`config.mk`:
```
export PLATFORM = sky130hd
export DESIGN_NAME = qie_engine
export DESIGN_NICKNAME = d
export VERILOG_FILES = /design/src/rtl/qie_pkg.sv /design/src/rtl/qie_skid.sv /design/src/rtl/qie_engine.sv
export SDC_FILE = /design/constraint.sdc
export NUM_CORES = 1
export LEC_CHECK = 0
export BUFFER_PORTS_ARGS = -buffer_cell sky130_fd_sc_hd__buf_2
export CORE_AREA = 8 8 196 198
export DETAILED_ROUTE_END_ITERATION = 8
export DIE_AREA = 0 0 204 206
export PLACE_DENSITY = 0.84
export SLEW_MARGIN = 10
export SYNTH_ARGS = -nofsm -noshare
export SYNTH_HDL_FRONTEND = slang
export SYNTH_SLANG_ARGS = --single-unit
```
`constraint.sdc`:
```
create_clock -name i_clk_sys -period 4.5 [get_ports i_clk_sys]
set_input_delay 0.225 -clock i_clk_sys [delete_from_list [all_inputs] [get_ports i_clk_sys]]
set_output_delay 0.225 -clock i_clk_sys [all_outputs]
set_load 0.02 [all_outputs]
```
`src/rtl/qie_pkg.sv`:
```
// Package of constants and carriers for the queued invalidation engine.
package qie_pkg;

   // -------------------------------------------------------------------
   // Descriptor layout
   // -------------------------------------------------------------------
   localparam int DESC_W = 128;
   localparam int TYPE_LSB = 0;
   localparam int TYPE_W = 4;
   localparam int GRAN_LSB = 4;
   localparam int GRAN_W = 2;
   localparam int DOM_LSB = 16;
   localparam int DOM_W = 16;
   localparam int REQ_LSB = 32;
   localparam int REQ_W = 16;
   localparam int MASK_LSB = 48;
   localparam int MASK_W = 2;
   localparam int RSVD_LO_LSB = 6;
   localparam int RSVD_LO_W = 10;
   localparam int RSVD_HI_LSB = 50;
   localparam int RSVD_HI_W = 78;

   // -------------------------------------------------------------------
   // Encodings
   // -------------------------------------------------------------------
   localparam logic [3:0] TYPE_CONTEXT_FLUSH = 4'h1;
   localparam logic [1:0] GRAN_ALL = 2'h1;
   localparam logic [1:0] GRAN_DOMAIN = 2'h2;
   localparam logic [1:0] GRAN_DEVICE = 2'h3;
   localparam logic [1:0] GRAN_NONE = 2'h0;

   // -------------------------------------------------------------------
   // Pointer and addressing
   // -------------------------------------------------------------------
   localparam int PTR_W = 8;
   localparam logic [PTR_W-1:0] PTR_ZERO = 8'h00;
   localparam logic [PTR_W-1:0] PTR_ONE = 8'h01;
   localparam int SLOT_BYTES = 16;
   localparam int ADDR_W = 64;

   typedef enum logic [2:0] {
      ST_IDLE = 3'b000,
      ST_WAIT = 3'b001,
      ST_FLUSH = 3'b011,
      ST_EXEC = 3'b010
   } qie_state_t;

   typedef struct packed {
      logic [1:0] gran;
      logic [DOM_W-1:0] domain_tag_field;
      logic [REQ_W-1:0] requester_tag_field;
      logic [REQ_W-1:0] requester_keep_mask;
   } qie_flush_t;

   // Decodes the context flush coarseness; an unknown value is widened to all.
   function automatic logic [1:0] coarsen(input logic [1:0] g);
      coarsen = (g == GRAN_NONE) ? GRAN_ALL : g;
   endfunction

   // Builds the requester tag compare mask from the mask field.
   function automatic logic [REQ_W-1:0] keep_mask(input logic [1:0] m);
      case (m)
         2'h1: keep_mask = 16'hFFFB;
         2'h2: keep_mask = 16'hFFF9;
         2'h3: keep_mask = 16'hFFF8;
         default: keep_mask = 16'hFFFF;
      endcase
   endfunction

endpackage

```
`src/rtl/qie_skid.sv`:
```
// Two-entry buffer with valid and ready on both sides.
`timescale 1ns/10ps
module qie_skid import qie_pkg::*; #(
   parameter int WIDTH = 128
) (
   // Clock and reset
   input wire logic i_clk_sys,
   input wire logic i_rst,
   // Fill side
   input wire logic i_valid,
   input wire logic [WIDTH-1:0] i_data,
   output logic o_ready,
   // Drain side
   output logic o_valid,
   output logic [WIDTH-1:0] o_data,
   input wire logic i_ready
);

   logic [WIDTH-1:0] mem_ff [2];
   logic [WIDTH-1:0] nxt_mem [2];
   logic rd_ff, nxt_rd, wr_ff, nxt_wr;
   logic [1:0] cnt_ff, nxt_cnt;

   // -------------------------------------------------------------------
   // Storage
   // -------------------------------------------------------------------
   always_comb begin
      logic push;
      logic pop;
      push = i_valid && (cnt_ff != 2'h2);
      pop = i_ready && (cnt_ff != 2'h0);
      nxt_mem = mem_ff;
      nxt_rd = rd_ff;
      nxt_wr = wr_ff;
      nxt_cnt = cnt_ff;
      if (push) begin
         nxt_mem[wr_ff] = i_data;
         nxt_wr = ~wr_ff;
      end
      if (pop) begin
         nxt_rd = ~rd_ff;
      end
      nxt_cnt = cnt_ff + {1'b0, push} - {1'b0, pop};
   end

   always_ff @(posedge i_clk_sys) begin
      if (i_rst) begin
         rd_ff <= 1'b0;
         wr_ff <= 1'b0;
         cnt_ff <= 2'h0;
         mem_ff[0] <= '0;
         mem_ff[1] <= '0;
      end else begin
         rd_ff <= nxt_rd;
         wr_ff <= nxt_wr;
         cnt_ff <= nxt_cnt;
         mem_ff <= nxt_mem;
      end
   end

   assign o_ready = (cnt_ff != 2'h2);
   assign o_valid = (cnt_ff != 2'h0);
   assign o_data = mem_ff[rd_ff];

endmodule

```
`src/rtl/qie_engine.sv`:
```
// Queued invalidation engine: ring fetch, head pointer and context flush decode.
`timescale 1ns/10ps
module qie_engine import qie_pkg::*; #(
   parameter int DEPTH_W = PTR_W
) (
   // Clock and reset
   input wire logic i_clk_sys,
   input wire logic i_rst,
   // Configuration and control
   input wire logic i_queued_mode_enable,
   input wire logic [ADDR_W-1:0] i_ring_base,
   input wire logic [PTR_W-1:0] i_ring_slots,
   input wire logic [PTR_W-1:0] i_ring_tail,
   input wire logic i_write_buffer_flush_needed,
   input wire logic i_translation_on_status,
   input wire logic i_interrupt_remap_on_status,
   input wire logic i_wait_timeout_error_flag,
   input wire logic i_ring_error_clear,
   // Memory read port
   output logic o_rd_req,
   output logic [ADDR_W-1:0] o_rd_addr,
   input wire logic i_rd_valid,
   input wire logic [DESC_W-1:0] i_rd_data,
   // Write buffer flush handshake
   output logic o_wbuf_flush_req,
   input wire logic i_wbuf_flush_done,
   // Context flush command to the cache
   output logic o_flush_valid,
   output qie_flush_t o_flush,
   input wire logic i_flush_ready,
   // Status
   output logic o_queued_mode_active_flag,
   output logic o_ring_error_flag,
   output logic [PTR_W-1:0] o_ring_head,
   output logic o_other_desc_valid,
   output logic [DESC_W-1:0] o_other_desc,
   input wire logic i_other_desc_ready
);

   qie_state_t state_ff, nxt_state;
   logic active_ff, nxt_active;
   logic err_ff, nxt_err;
   logic [PTR_W-1:0] head_ff, nxt_head;
   logic rd_req_ff, nxt_rd_req;
   logic [ADDR_W-1:0] rd_addr_ff, nxt_rd_addr;
   logic wbuf_ff, nxt_wbuf;
   logic flush_v_ff, nxt_flush_v;
   qie_flush_t flush_ff, nxt_flush;
   logic other_v_ff, nxt_other_v;
   logic [DESC_W-1:0] other_ff, nxt_other;
   logic buf_valid, buf_ready, fill_ready;
   logic [DESC_W-1:0] buf_data;
   logic ring_empty, can_fetch, desc_ok, is_ctx;
   logic unused_status;

   // -------------------------------------------------------------------
   // Descriptor buffer
   // -------------------------------------------------------------------
   qie_skid #(.WIDTH(DESC_W)) u_skid (
      .i_clk_sys(i_clk_sys),
      .i_rst(i_rst),
      .i_valid(i_rd_valid),
      .i_data(i_rd_data),
      .o_ready(fill_ready),
      .o_valid(buf_valid),
      .o_data(buf_data),
      .i_ready(buf_ready)
   );

   // Translation and remap status never gate the fetch.
   assign unused_status = i_translation_on_status | i_interrupt_remap_on_status;

   assign ring_empty = (head_ff == i_ring_tail);
   assign can_fetch = active_ff && !ring_empty && !err_ff && !i_wait_timeout_error_flag;
   assign is_ctx = (buf_data[TYPE_LSB +: TYPE_W] == TYPE_CONTEXT_FLUSH);
   assign desc_ok = (buf_data[RSVD_LO_LSB +: RSVD_LO_W] == '0) &&
                    (buf_data[RSVD_HI_LSB +: RSVD_HI_W] == '0) &&
                    (buf_data[TYPE_LSB +: TYPE_W] != 4'h0);
   // Words that arrive after a disable are drained so that a later enable starts clean.
   assign buf_ready = (state_ff == ST_WAIT) || !active_ff;

   function automatic logic [PTR_W-1:0] step_head(input logic [PTR_W-1:0] h,
                                                  input logic [PTR_W-1:0] slots);
      // A slot count of zero stands for the full ring of every pointer value.
      step_head = (h == slots - PTR_ONE) ? PTR_ZERO : h + PTR_ONE;
   endfunction

   // -------------------------------------------------------------------
   // Fetch and execute
   // -------------------------------------------------------------------
   always_comb begin
      nxt_state = state_ff;
      nxt_active = active_ff;
      nxt_err = err_ff;
      nxt_head = head_ff;
      nxt_rd_req = 1'b0;
      nxt_rd_addr = rd_addr_ff;
      nxt_wbuf = wbuf_ff;
      nxt_flush_v = flush_v_ff && !i_flush_ready;
      nxt_flush = flush_ff;
      nxt_other_v = other_v_ff && !i_other_desc_ready;
      nxt_other = other_ff;
      if (i_ring_error_clear) begin
         nxt_err = 1'b0;
      end
      case (state_ff)
         ST_IDLE: begin
            if (can_fetch && fill_ready && !flush_v_ff && !other_v_ff) begin
               nxt_rd_req = 1'b1;
               nxt_rd_addr = i_ring_base + ADDR_W'(head_ff) * ADDR_W'(SLOT_BYTES);
               nxt_state = ST_WAIT;
            end
         end
         ST_WAIT: begin
            if (buf_valid) begin
               if (!desc_ok) begin
                  nxt_err = 1'b1;
                  nxt_state = ST_IDLE;
               end else begin
                  nxt_head = step_head(head_ff, i_ring_slots);
                  if (is_ctx) begin
                     nxt_flush.gran = coarsen(buf_data[GRAN_LSB +: GRAN_W]);
                     nxt_flush.domain_tag_field = buf_data[DOM_LSB +: DOM_W];
                     nxt_flush.requester_tag_field = buf_data[REQ_LSB +: REQ_W];
                     nxt_flush.requester_keep_mask =
                        keep_mask(buf_data[MASK_LSB +: MASK_W]);
                     if (i_write_buffer_flush_needed) begin
                        nxt_wbuf = 1'b1;
                        nxt_state = ST_FLUSH;
                     end else begin
                        nxt_state = ST_EXEC;
                     end
                  end else begin
                     nxt_other_v = 1'b1;
                     nxt_other = buf_data;
                     nxt_state = ST_IDLE;
                  end
               end
            end
         end
         ST_FLUSH: begin
            if (i_wbuf_flush_done) begin
               nxt_wbuf = 1'b0;
               nxt_state = ST_EXEC;
            end
         end
         ST_EXEC: begin
            nxt_flush_v = 1'b1;
            nxt_state = ST_IDLE;
         end
         default: nxt_state = ST_IDLE;
      endcase
      if (i_queued_mode_enable && !active_ff) begin
         nxt_active = 1'b1;
      end
      if (!i_queued_mode_enable && active_ff) begin
         nxt_active = 1'b0;
         nxt_head = PTR_ZERO;
         nxt_rd_req = 1'b0;
         nxt_state = ST_IDLE;
         nxt_wbuf = 1'b0;
      end
   end

   always_ff @(posedge i_clk_sys) begin
      if (i_rst) begin
         state_ff <= ST_IDLE;
         active_ff <= 1'b0;
         err_ff <= 1'b0;
         head_ff <= PTR_ZERO;
         rd_req_ff <= 1'b0;
         rd_addr_ff <= '0;
         wbuf_ff <= 1'b0;
         flush_v_ff <= 1'b0;
         flush_ff <= '0;
         other_v_ff <= 1'b0;
         other_ff <= '0;
      end else begin
         state_ff <= nxt_state;
         active_ff <= nxt_active;
         err_ff <= nxt_err;
         head_ff <= nxt_head;
         rd_req_ff <= nxt_rd_req;
         rd_addr_ff <= nxt_rd_addr;
         wbuf_ff <= nxt_wbuf;
         flush_v_ff <= nxt_flush_v;
         flush_ff <= nxt_flush;
         other_v_ff <= nxt_other_v;
         other_ff <= nxt_other;
      end
   end

   assign o_rd_req = rd_req_ff;
   assign o_rd_addr = rd_addr_ff;
   assign o_wbuf_flush_req = wbuf_ff;
   assign o_flush_valid = flush_v_ff;
   assign o_flush = flush_ff;
   assign o_queued_mode_active_flag = active_ff;
   assign o_ring_error_flag = err_ff;
   assign o_ring_head = head_ff;
   assign o_other_desc_valid = other_v_ff;
   assign o_other_desc = other_ff;
endmodule

```
; Word level (Yosys, flattened, before mapping)
; Cells that the tools add are included.
[totals]
reg_bits = 519
n_memories = 0
latchBits = 0
mem_bits_ro = 0
word_cells = 121
out_inout_bits = 256
inputBits = 220
ramBits = 0
[classes]
n_addsub = 5
multipliers = 0
n_div = 0
n_reduce_logical = 40
mux = 32
shift = 0
n_bitwise = 6
order_cmp = 3
eq_ne = 16
[ops]
columns = operator, count
row1 = 128-bit 2-to-1 mux, 4
row2 = 256-bit bitwise mux, 1
row3 = 128-bit demux with 1-bit select, 1
row4 = 78-bit logical NOT, 1
row5 = 64-bit by 12-bit adder with 64-bit output, 1
row6 = 3-bit case mux with 3 select lines, 2
row7 = 8-bit == test, 2
row8 = 1-bit 2-to-1 mux, 16
row9 = 1-bit logical AND, 15
row10 = 3-bit 2-to-1 mux, 5
row11 = 2-bit inequality test (second input constant), 7
row12 = 10-bit logical NOT, 1
row13 = 1-bit logical NOT, 9
row14 = 8-bit by 1-bit adder with 8-bit output (second input constant), 1
row15 = 8-bit 2-to-1 mux, 1
row16 = 4-bit AND reduction, 2
row17 = 8-bit by 1-bit subtractor with 8-bit output (second input constant), 1
row18 = 3-bit by 2-bit == test with 1-bit output (second input constant), 2
row19 = 3-bit AND reduction, 2
row20 = 6-bit AND reduction, 1
row21 = 2-bit == test (second input constant), 2
row22 = 4-bit by 1-bit == test with 1-bit output (second input constant), 1
row23 = 2-bit greater-or-equal comparator (second input constant), 2
row24 = 1-bit NOT, 4
row25 = 16 further kinds, 18

; Longest topological paths before layout
[logic_depth]
ltp_word = 10
depth_mapped = 10
ltp_nobuf = 8

; Cells and area by module
; From an unflattened synthesis, not the netlist that was laid out.
[hier_totals]
hier_cells = 2446
area_unflattened_um2 = 22624.2
[by_module_without_submodules]
columns = module, instances, cells_per_inst, area_each_um2
row1 = qie_skid, 1, 1292, 12334.3
row2 = qie_engine, 1, 1154, 10289.9

; Least setup slack after synthesis
; Ideal clock, no wire load.
[synth_path]
path_type = register to register
startpoint = register head_ff[1], in the netlist o_ring_head[1]
endpoint = register rd_addr_ff[31], in the netlist o_rd_addr[31]
synth_period_minus_slack_ns = 3.024
setup_ns = 0.091
t_required_ns = 4.409
slack_ns = 1.476
t_arrival_ns = 2.933
path_stages_with_launch = 10
path_cell_list = dfxtp_1 ha_1 a21o_1 a21o_1 a2111oi_0 or3_1 clkbuf_1 clkbuf_1 o21ai_0 a311oi_1
[synth_via]
elab_chain_cells = 9
[synth_rtl]
columns = element, line
row1 = from (decl), qie_engine.sv:43  ; logic [PTR_W-1:0] head_ff, nxt_head;
row2 = from (signal assigned), qie_engine.sv:182  ; head_ff <= nxt_head;
row3 = branches (longest 9 deep; another with 64-bit by 12-bit adder with 64-bit output), -
row4 = to (signal assigned), qie_engine.sv:184  ; rd_addr_ff <= nxt_rd_addr;
row5 = to (decl), qie_engine.sv:45  ; logic [ADDR_W-1:0] rd_addr_ff, nxt_rd_addr;
; Parallel ways; which one is timed is not known.
; A chain may end at the register's enable or synchronous reset.

; Worst setup path in the final report
[layout_path]
startpoint = register u_skid.mem_ff[59] (netlist name)
endpoint = register other_ff[109], in the netlist o_other_desc[109]
[layout_via]
elab_chain_cells = 7
[layout_rtl]
columns = element, line
row1 = from (decl), qie_skid.sv:19  ; logic [WIDTH-1:0] mem_ff [2];
row2 = from (signal assigned), qie_skid.sv:57  ; mem_ff <= nxt_mem;
row3 = 128-bit 2-to-1 mux (implied by the code) (3 in a row), qie_skid.sv:63  ; assign o_data = mem_ff[rd_ff];
row4 = 78-bit logical NOT, qie_engine.sv:77  ; (buf_data[RSVD_HI_LSB +: RSVD_HI_W] == '0) &&
row5 = 1-bit logical AND, qie_engine.sv:76  ; assign desc_ok = (buf_data[RSVD_LO_LSB +: RSVD_LO_W] == '0) &&
row6 = 1-bit logical AND, qie_engine.sv:77
row7 = 4-bit AND reduction (no source line), -
row8 = to (signal assigned), qie_engine.sv:189  ; other_ff <= nxt_other;
row9 = to (decl), qie_engine.sv:50  ; logic [DESC_W-1:0] other_ff, nxt_other;
; Every way passes these cells. The select of a mux whose other input is x is not followed.

==> summary.md <==
| Metric | Value |
|---|---|
| Clock insertion delay at the later pin of the skew report | 0.59 ns |
| Antenna violations before repair | 12 |
| Max FO, Critical Path | 51 |
| Hold path depth | 4 |
| Die Outline Area | 0.0420 mm^2 |
| Logic depth of the worst register-to-register path | 7 |
| IO Count | 476 |
| Post-synth top area share | 50.3% |
| EDFF count, synth | 0 |
| Proportion of layout cells with a drive suffix above 1 | 21.4% |
| Proportion of synthesized flip-flops having asynchronous set or reset | 0% |
| WS Path Type | reg2reg |
| Cell with the most instances after synthesis | sky130_fd_sc_hd__nand2_1 |
| Total negative slack | 0 ns |
| Master cell of the clock root buffer | sky130_fd_sc_hd__clkbuf_16 |
| Path type of the worst min-delay path | in2reg |
| Via count of the first global-routing pass | 19973 |
| Placed wire-length estimate | 45400 um |
| Endpoint required time on the critical path | 4.96 ns |
| Total non-filler cell area in the finished layout | 0.0262 mm^2 |
| Finish-stage setup viols | 0 |
| Via count | 20182 |
| Inserted Clock Buffers | 50 |
| Post-route non-filler standard cell count | 3457 |
| DR iter-0 viols | 1790 |
| Number of instances in the placed design | 3186 |
| Main area contributors after synthesis | sky130_fd_sc_hd__dfxtp_1, sky130_fd_sc_hd__nand2_1, sky130_fd_sc_hd__a21oi_1 |
| Fraction of the yosys area taken by sequential cells | 50.3% |
| Placement-stage cell area | 0.0226 mm^2 |
| Core outline area | 0.0352 mm^2 |
| Leftover overflow at the end of global routing | 0 |
| Port Buffer Count | 473 |
| Result of the run | finished clean |
| Power per cell area | 425 mW/mm^2 |
| Overall Global Routing Usage | 31.7% |
| Final clock skew | 0.0158 ns |
| Floorplan row count | 69 |
| Starting density of the core | 57.1% |
| Power consumption | 11.1 mW |
| Antenna Violating Nets Remaining | 0 |
| Gate count of the mapped netlist | 2407 |
| Register bit count reported by yosys | 506 |
| H-tree depth | 2 |
| Fmax | 0.276 GHz |
| Slew at the pin closest to its max-slew limit | 1.25 ns |
| Global-route wire length before repair | 108000 um |
| Max clock buf depth | 3 |
| Wire length after detailed routing | 70600 um |
| Average cell area after synthesis | 8.36 um^2 |
| Arrival @ worst endpoint | 4.08 ns |
| Slew Viols, Final | 0 |
| Sinks on the clock net | 506 |
| Final core utilization | 74.2% |
| TritonCTS clock tree | yes |
| Count of warnings emitted by yosys | 0 |
| Wire length per cell after detailed routing | 20.4 um |
| Die Span Y | 206 um |
| Die boundary width | 204 um |
| Synthesized cell area | 0.0201 mm^2 |
| Number of library cell types mapped by synthesis | 62 |
| MaxCap Viol Count | 0 |
| Clk pin slew, worst setup/hold paths | 0.07 ns |
| Leakage power total | 11.1 nW |
| Final hold viol count | 0 |
| Top cell types by occurrence after synthesis | sky130_fd_sc_hd__nand2_1, sky130_fd_sc_hd__dfxtp_1, sky130_fd_sc_hd__a21oi_1 |
| Post-CTS setup repair buffer count | 0 |
| Post-synth top flop | sky130_fd_sc_hd__dfxtp_1 |
| Startpoint kind of the worst setup timing path | flip-flop |
| Mapped Nets | 2640 |
| Placer congestion estimate | 0.931 |
| Shortest clock period the worst path allows after layout | 3.62 ns |
| Area Growth Syn to Fin | 29.9% |
| DRT Pass-1 Iters | 6 |
| Via-per-instance ratio | 5.84 |
| Unrepaired setup endpoints after global routing | false |
| Remaining max-slew budget at the tightest pin | 16.7% |
| Maximum number of pins on one net before global-route repair | 214 |
| Register-to-Register Setup Slack | 0.88 ns |
| Cell taking the most area after synthesis | sky130_fd_sc_hd__dfxtp_1 |
| Worst VDD drop | 0.362 mV |
| DRC | 0 |
| Part of the cycle the worst path needs | 80.4% |
| Kind of capture point of the worst setup path | flip-flop |
| Net total in the final layout | 3187 |
timing repair:
action / 4_1_cts / 5_1_grt
hold endpoints to repair: 304 / 0
gates resized for setup: 0 / 0
hold buffers: 176 / 0
critical path, stage by stage (launching register included):
cell and delay [ns]:
sky130_fd_sc_hd__dfxtp_1 0.32, sky130_fd_sc_hd__nor4_1 0.63, sky130_fd_sc_hd__nand4_1 0.26, sky130_fd_sc_hd__or4_1 0.66
sky130_fd_sc_hd__a2111oi_4 0.85, sky130_fd_sc_hd__nor2_4 0.30, sky130_fd_sc_hd__buf_16 0.26, sky130_fd_sc_hd__and2_1 0.20
report_power, final:
| group | switching [mW] | internal, mW |
|---|---|---|
| logic | 1.12 | 0.672 |
| registers | 0.193 | 4.76 |
| clock network | 1.78 | 2.59 |
kinds of logic (layout without fill, tap and decap cells):
| kind of cell | Yosys count | after routing | share of synthesized area, % |
|---|---|---|---|
| fa+ha+maj | 13 | 13 | 0.845 |
| mux | 116 | 116 | 6.03 |
| simple gates | 1086 | 1086 | 24.4 |
| flops | 506 | 506 | 50.3 |
| other cells | 0 | 10 | 0 |
| compound gates | 454 | 454 | 12.9 |
| buf+inv | 200 | 779 | 4.02 |
| xor+xnor | 32 | 32 | 1.39 |
sequential cells by signal, indices dropped and copies added (netlist names):
name,count
o_flush,38
o_flush_valid,1
o_other_desc,128
o_other_desc_valid,1
o_queued_mode_active_flag,1
o_rd_addr,64
o_rd_req,1
o_ring_error_flag,1
o_ring_head,8
o_wbuf_flush_req,1
state_ff,2
u_skid.cnt_ff,2
u_skid.mem_ff,256
u_skid.rd_ff,1
u_skid.wr_ff,1
placed cells by master, fill, tap and decap left out, drive strengths merged, types with 10 or more instances in the layout:
cell type    instances
a211oi              24
a21oi              294
or4                 12
a31oi               13
nand4               23
o31ai               10
buf                497
dfxtp              506
nor4                55
nor3                47
nor2                90
and2                95
inv                 22
or3                 12
ha                  12
mux2                42
clkbuf              62
clkinv              12
nand2              655
nand3               35
and4                17
a311oi              11
mux2i               74
dlygate4sd3        176
diode               10
o21ai               59
and3                12
xor2                17
xnor2               15
layout make-up:
| class | count | area, um^2 |
|---|---|---|
| antenna | 10 | 25.0 |
| clock buffer | 62 | 1360 |
| clock inverter | 22 | 334 |
| fill | 2378 | 9070 |
| inverter | 22 | 83.8 |
| multi-input combinational | 1701 | 9240 |
| sequential | 506 | 10100 |
| tap | 461 | 577 |
| timing repair buffer | 673 | 4400 |
metal layers:
| layer | up-vias | track usage, % | part of all wire [%] |
|---|---|---|---|
| met5 | - | 0 | 0.052 |
| met4 | 6 | 15.4 | 4.6 |
| met3 | 249 | 8.01 | 9.3 |
| met2 | 1137 | 55.6 | 49 |
| met1 | 9492 | 35.5 | 37 |
| li1 | 9298 | - | - |
final timing paths:
check                      from                  to
max reg2reg   u_skid.mem_ff[59]   o_other_desc[109]
min reg2reg  u_skid.mem_ff[177]  u_skid.mem_ff[177]
min             i_ring_base[48]       o_rd_addr[48]
max           u_skid.mem_ff[59]   o_other_desc[109]
stage by stage:
step | hold WS (ns) | setup slack (ns)
after floorplan | 0.361 | 1.48
after global placement | 0.436 | 1.07
after detailed placement | 0.438 | 0.990
after CTS | 0.00176 | 0.947
after global routing | 0.0233 | 0.744
final | 0.0398 | 0.880
Note: power is estimated with default switching activity, not from simulation.
